==> config.mk <==
export PLATFORM = sky130hd
export DESIGN_NAME = sblu_core
export DESIGN_NICKNAME = d
export VERILOG_FILES = /design/src/common/sblu_pkg.sv /design/src/rtl/sblu_core.sv
export SDC_FILE = /design/constraint.sdc
export NUM_CORES = 1
export LEC_CHECK = 0
export ABC_AREA = 0
export BUFFER_PORTS_ARGS = -buffer_cell sky130_fd_sc_hd__buf_2
export CAP_MARGIN = 20
export CORE_MARGIN = 3
export CORE_UTILIZATION = 37
export DETAILED_ROUTE_END_ITERATION = 7
export MAX_ROUTING_LAYER = met4
export PLACE_DENSITY = 0.79
export SETUP_SLACK_MARGIN = 0.1
export SKIP_LAST_GASP = 1
export SYNTH_ARGS = -nofsm -noshare
export SYNTH_HDL_FRONTEND = slang
export SYNTH_SLANG_ARGS = --single-unit
export TNS_END_PERCENT = 20
==> constraint.sdc <==
create_clock -name CLK -period 1.9 [get_ports CLK]
set_input_delay 0 -clock CLK [delete_from_list [all_inputs] [get_ports CLK]]
set_output_delay 0 -clock CLK [all_outputs]
set_load 0.01 [all_outputs]
==> src/common/sblu_pkg.sv <==
// Purpose: Constants and carriers for the stack core branch and loop unit
// Assumes: 18-bit data words, four slots of five-bit opcodes per word
// Notes: Opcode values are local encodings for this unit only
package sblu_pkg;
	// ******************************************************************
	// Widths and encodings
	// ******************************************************************
	localparam int DATA_W = 18;
	localparam int ADDR_W = 10;
	localparam int SLOTS = 4;
	localparam int OP_W = 5;
	localparam int SIGN_BIT = DATA_W - 1;
	localparam logic [ADDR_W-1:0] PC_RESET = 10'h000;
	localparam logic [1:0] SLOT_FIRST = 2'h0;
	localparam logic [1:0] SLOT_LAST = 2'h3;
	localparam logic [OP_W-1:0] OP_JUMP = 5'h02;
	localparam logic [OP_W-1:0] OP_NEXT = 5'h01;
	localparam logic [OP_W-1:0] OP_UNEXT = 5'h00;
	localparam logic [OP_W-1:0] OP_IFZ = 5'h06;
	localparam logic [OP_W-1:0] OP_IFNEG = 5'h07;
	localparam logic [OP_W-1:0] OP_FOR = 5'h1D;

	typedef struct packed {
		logic [OP_W-1:0] op;
		logic [ADDR_W-1:0] target;
	} sblu_slot_t;

	typedef struct packed {
		logic [DATA_W-1:0] t;
		logic [DATA_W-1:0] r;
	} sblu_stack_t;

	typedef struct packed {
		logic pop_r;
		logic push_r;
		logic dec_r;
		logic pop_d;
	} sblu_stack_op_t;
endpackage

==> src/rtl/sblu_core.sv <==
// Purpose: Branch and loop sequencing for one node
// Assumes: Sequencer supplies the current slot opcode and its target
// Notes: Stack storage lives outside; this block issues stack ops
`timescale 1ns/1ps
`default_nettype none
module sblu_core #(
	parameter int ADDR_W = sblu_pkg::ADDR_W
)
(
	input wire logic CLK,
	input wire logic RESET_N,
	input wire logic WORD_VALID,
	input var sblu_pkg::sblu_slot_t SLOT_IN,
	input var sblu_pkg::sblu_stack_t STACK_IN,
	output logic FETCH_REQ,
	output logic [ADDR_W-1:0] PC,
	output logic [1:0] SLOT,
	output var sblu_pkg::sblu_stack_op_t STACK_OP
);
	typedef enum {SBLU_FETCH, SBLU_EXEC} sblu_state_t;

	// ******************************************************************
	// Decode helpers
	// ******************************************************************
	// Whole data word is zero
	function automatic logic is_zero(input logic [sblu_pkg::DATA_W-1:0] v);
		is_zero = (v == '0);
	endfunction

	// Sign bit of a data word
	function automatic logic is_negative(input logic [sblu_pkg::DATA_W-1:0] v);
		is_negative = v[sblu_pkg::SIGN_BIT];
	endfunction

	// Opcode that tests the return-stack counter
	function automatic logic is_loop_test(input logic [sblu_pkg::OP_W-1:0] o);
		is_loop_test = (o == sblu_pkg::OP_NEXT) || (o == sblu_pkg::OP_UNEXT);
	endfunction

	// ******************************************************************
	// Internal signals
	// ******************************************************************
	sblu_state_t state_r;
	sblu_state_t state_nxt;
	logic [ADDR_W-1:0] pc_r;
	logic [ADDR_W-1:0] pc_nxt;
	logic [1:0] slot_r;
	logic [1:0] slot_nxt;
	sblu_pkg::sblu_stack_op_t op_r;
	sblu_pkg::sblu_stack_op_t op_nxt;
	logic executing;
	logic fetch_take;
	logic [sblu_pkg::OP_W-1:0] cur_op;
	logic [ADDR_W-1:0] tgt;
	logic t_zero;
	logic t_neg;
	logic r_zero;
	logic loop_run;
	logic loop_end;
	logic micro_repeat;
	logic last_slot;
	logic taken;

	// ******************************************************************
	// Word fetch
	// ******************************************************************
	// A word is taken only while no slot is executing
	assign executing = (state_r == SBLU_EXEC);
	assign fetch_take = (state_r == SBLU_FETCH) && WORD_VALID;

	// ******************************************************************
	// Slot decode
	// ******************************************************************
	assign cur_op = SLOT_IN.op;
	assign tgt = ADDR_W'(SLOT_IN.target);
	assign t_zero = is_zero(STACK_IN.t);
	assign t_neg = is_negative(STACK_IN.t);
	assign r_zero = is_zero(STACK_IN.r);
	assign loop_run = is_loop_test(cur_op) && !r_zero;
	assign loop_end = is_loop_test(cur_op) && r_zero;
	assign micro_repeat = executing && (cur_op == sblu_pkg::OP_UNEXT) && !r_zero;
	assign last_slot = (slot_r == sblu_pkg::SLOT_LAST);

	// ******************************************************************
	// Branch resolution
	// ******************************************************************
	// Taken branches load the counter; all else falls through
	always_comb
	begin
		taken = 1'b0;
		if (executing)
		begin
			case (cur_op)
				sblu_pkg::OP_JUMP: taken = 1'b1;
				sblu_pkg::OP_IFZ: taken = t_zero;
				sblu_pkg::OP_IFNEG: taken = !t_neg;
				sblu_pkg::OP_NEXT: taken = !r_zero;
				default: taken = 1'b0;
			endcase
		end
	end

	// ******************************************************************
	// Stack operations
	// ******************************************************************
	// The IFZ and IFNEG branches issue no stack operation at all
	always_comb
	begin
		op_nxt = '0;
		if (executing)
		begin
			case (cur_op)
				sblu_pkg::OP_FOR:
				begin
					op_nxt.push_r = 1'b1;
					op_nxt.pop_d = 1'b1;
				end
				sblu_pkg::OP_NEXT, sblu_pkg::OP_UNEXT:
				begin
					op_nxt.dec_r = loop_run;
					op_nxt.pop_r = loop_end;
				end
				default: op_nxt = '0;
			endcase
		end
	end

	// ******************************************************************
	// Next state
	// ******************************************************************
	always_comb
	begin
		state_nxt = state_r;
		case (state_r)
			SBLU_FETCH:
			begin
				if (fetch_take)
					state_nxt = SBLU_EXEC;
			end
			SBLU_EXEC:
			begin
				if (taken)
					state_nxt = SBLU_FETCH;
				else if (micro_repeat)
					state_nxt = SBLU_EXEC;
				else if (last_slot)
					state_nxt = SBLU_FETCH;
			end
			default: state_nxt = SBLU_FETCH;
		endcase
	end

	// ******************************************************************
	// Next program counter and slot
	// ******************************************************************
	// Counter moves on a fetch or a taken branch, never otherwise
	always_comb
	begin
		pc_nxt = pc_r;
		if (fetch_take)
			pc_nxt = pc_r + ADDR_W'(1);
		else if (taken)
			pc_nxt = tgt;
	end

	// A micro loop rewinds to slot zero inside the same word
	always_comb
	begin
		slot_nxt = slot_r;
		if (fetch_take)
			slot_nxt = sblu_pkg::SLOT_FIRST;
		else if (executing && !taken)
		begin
			if (micro_repeat)
				slot_nxt = sblu_pkg::SLOT_FIRST;
			else if (!last_slot)
				slot_nxt = slot_r + 2'h1;
		end
	end

	// ******************************************************************
	// Registers
	// ******************************************************************
	// Sequencer state
	always_ff @(posedge CLK or negedge RESET_N)
	begin
		if (!RESET_N)
			state_r <= SBLU_FETCH;
		else
			state_r <= state_nxt;
	end

	// Program counter
	always_ff @(posedge CLK or negedge RESET_N)
	begin
		if (!RESET_N)
			pc_r <= sblu_pkg::PC_RESET;
		else
			pc_r <= pc_nxt;
	end

	// Slot pointer
	always_ff @(posedge CLK or negedge RESET_N)
	begin
		if (!RESET_N)
			slot_r <= sblu_pkg::SLOT_FIRST;
		else
			slot_r <= slot_nxt;
	end

	// Stack operation pulses, one cycle wide
	always_ff @(posedge CLK or negedge RESET_N)
	begin
		if (!RESET_N)
			op_r <= '0;
		else
			op_r <= op_nxt;
	end

	// ******************************************************************
	// Outputs
	// ******************************************************************
	assign FETCH_REQ = (state_r == SBLU_FETCH);
	assign PC = pc_r;
	assign SLOT = slot_r;
	assign STACK_OP = op_r;
endmodule
`default_nettype wire

==> out/qor.yml <==
status: "completed"
synth-xor-area-share_pct: 0
grt_pass1_vias: 1284
drt-initial-drc-count: 48
dpl-instance-area_um2: 1476
overflow: 0
crit_type: "reg -> reg"
tightest_slew_ps: 402.8
setup_viol: 0
vias: 1319
reg2reg_depth: 5
io_pins: 71
gp_congestion: 0.8059
hold_slack_ps: 20.88
die_w_um: 59.93
ys_types: 40
start_util_pct: 41.19
grt_max_degree: 17
wl_um: 3293
synth-seq-cells: 16
dp_hpwl_um: 2598
cts_max_level: 1
rsz0062_at_grt: "true"
vdd_drop_max_uv: 694.2
die_h_um: 59.93
yosysSeqAreaShare_pct: 37.21
final_layout_size_suffix_gt1_share_pct: 42.65
fin_area_um2: 1640
cp-start-kind: "flop"
diodes: 0
syn_to_final_growth_pct: 52.44
finalMaxSlewViolations: 0
synthMuxAreaShare_pct: 1.860
syn_area_per_cell_um2: 8.748
worstPathMaxFanout: 3
clock_sinks: 16
antenna_left: 0
wl_per_cell_um: 13.66
fin_worst_skew_ps: 5.259
endpoint_kind: "flop"
synth_top_family_by_area: "simple AND/OR/NAND/NOR gates"
slew_headroom_pct: 73.15
viasPerCell: 5.473
drc: 0
required_ps: 2090
nets: 268
ctsLongestPathBuffers: 2
firstDrtPassIters: 4
maxCapViolCount: 0
netlist_instances: 123
fmax_mhz: 565.8
antenna_found_initial: 0
synth_compound_area_share_pct: 18.14
synth_fp_nets: 179
holdPathStages: 4
path_clk_slew_ps: 100
fin_crit_ps: 1768
post_cts_resized: 0
cts_root_buf: "clkbuf_4"
synthAdderAreaFrac_pct: 2.326
dieArea_um2: 3591
cts_tree: "yes"
worstPathArrival_ps: 1950
grt_use_total_pct: 20.31
yosys_warnings: 0
fillerInstances: 245
clock_latency_ps: 290
grt_pass1_wl_um: 5409
port-buffer-count: 70
row_count: 18
core_um2: 2613
power_density_nw_per_um2: 990.2
cts_made_buffers: 3
syn_area_um2: 1076
final.setup.tns_ps: 0
leakage_nw: 0.8577
hold_viol: 0
yosys.area_share.simple_pct: 35.58
holdCritPathClass: "in -> reg"
finalCritPeriodShare_pct: 93.03
[cells by family after synthesis]
group / after synthesis
buffers and inverters: 11
AOI/OAI and AO/OA: 26
muxes: 2
adders and majority gates: 2
and+or+nand+nor: 66
DFF: 16
[area by class of cell]
type	count	area [um^2]	area share, %
repair buffers	88	515.5	31.43
clock buffers	4	36.28	2.212
flip-flops and latches	16	401.6	24.49
inverters	7	26.28	1.602
well taps	30	37.54	2.288
multi-input cells	96	623.1	37.99
[metal layers]
metal,vias up,global-route usage [%],wire length [um]
met5,-,-,0
met2,69,36.73,1706
li1,643,-,-
met1,603,22.92,1254
met3,4,3.024,302
met4,0,5.696,29
[per-stage QoR]
step	std cells	utilization [%]	total power, mW	worst slack (ps)
6_report	241	62.79	1.624	132.4
2_1_floorplan	123	-	1.051	128.5
5_1_grt	241	62.79	1.773	47.58
3_5_place_dp	224	56.51	1.387	62.12
3_3_place_gp	224	56.51	1.341	105.9
4_1_cts	241	62.79	1.639	107.0
[what timing repair did]
item,CTS,global route
pin swaps,2,1
hold buffers,12,0
endpoints found under the hold margin,26,0
cloned,0,0
setup buffers,1,0
setup endpoints to repair,2,2
[synth_stat cells (all sizes together)]
master | n | area (um^2)
a211o | 2 | 18.77
nor3 | 3 | 26.28
a221o | 4 | 40.04
a221oi | 2 | 17.52
nor2b | 2 | 12.51
o211ai | 3 | 22.52
a211oi | 1 | 12.51
or2b | 1 | 7.510
o21ai | 8 | 40.04
a41o | 1 | 10.01
nand2b | 3 | 26.27
nor4b | 1 | 8.760
or2 | 2 | 12.52
dfrtp | 16 | 400.4
and3 | 4 | 26.28
a31oi | 1 | 6.260
and3b | 1 | 8.760
or4b | 1 | 10.01
inv | 7 | 26.28
o311a | 1 | 10.01
mux2i | 2 | 20.02
or4 | 2 | 22.52
clkbuf | 2 | 7.510
ha | 2 | 25.02
or3 | 4 | 25.02
nor2 | 8 | 30.03
nand3 | 6 | 30.03
o22ai | 2 | 12.51
buf | 2 | 18.77
nand2 | 16 | 60.06
a21oi | 1 | 5.000
nand4 | 4 | 25.02
nor4 | 7 | 43.79
nor3b | 1 | 7.510
[placed cells by master (no fill, tap or decap), drive strengths merged, types with 2 or more instances in the layout]
| master | n |
|---|---|
| nand3 | 6 |
| a211o | 2 |
| or3 | 4 |
| nand2b | 3 |
| or4 | 2 |
| nand2 | 16 |
| nor4 | 7 |
| o21ai | 8 |
| buf | 76 |
| inv | 7 |
| and3 | 4 |
| o22ai | 2 |
| nor3 | 3 |
| clkbuf | 4 |
| or2 | 2 |
| nor2b | 2 |
| dlygate4sd3 | 12 |
| a221o | 4 |
| mux2i | 2 |
| o211ai | 3 |
| ha | 2 |
| dfrtp | 16 |
| nor2 | 8 |
| nand4 | 4 |
| a221oi | 2 |
[power breakdown]
group	internal [mW]	switching, mW	leakage (nW)
clock	0.117	0.118	0.0210
combinational	0.381	0.375	0.641
sequential	0.476	0.158	0.196
total	0.973	0.651	0.858
[state kept, by name, indices dropped and copies added, names as in the netlist]
name      count
SLOT          2
STACK_OP      3
state_r       1
PC           10
[critical path: stages, from the launching register on]
cell and delay, ps:
dfrtp_2 400, nand2b_4 70, or4_4 430, a211o_1 260, a221o_1 360, mux2i_1 140
[path summary, 6_finish.rpt]
| path | startpoint | slack (ps) | end |
|---|---|---|---|
| setup / recovery | state_r[0]$_DFFE_PN0P_ | 130 | SLOT[1]$_DFFE_PN0P_ |
| hold / removal | STACK_IN[1] | 20 | STACK_OP[3]$_DFF_PN0_ |
| setup reg to reg | state_r[0]$_DFFE_PN0P_ | 130 | SLOT[1]$_DFFE_PN0P_ |
| hold reg to reg | SLOT[0]$_DFFE_PN0P_ | 580 | SLOT[0]$_DFFE_PN0P_ |
| max in group asynchronous | RESET_N | 1470 | state_r[0]$_DFFE_PN0P_ |
| min in group asynchronous | RESET_N | 140 | PC[3]$_DFFE_PN0P_ |
Note: power is estimated with default switching activity, not from simulation.
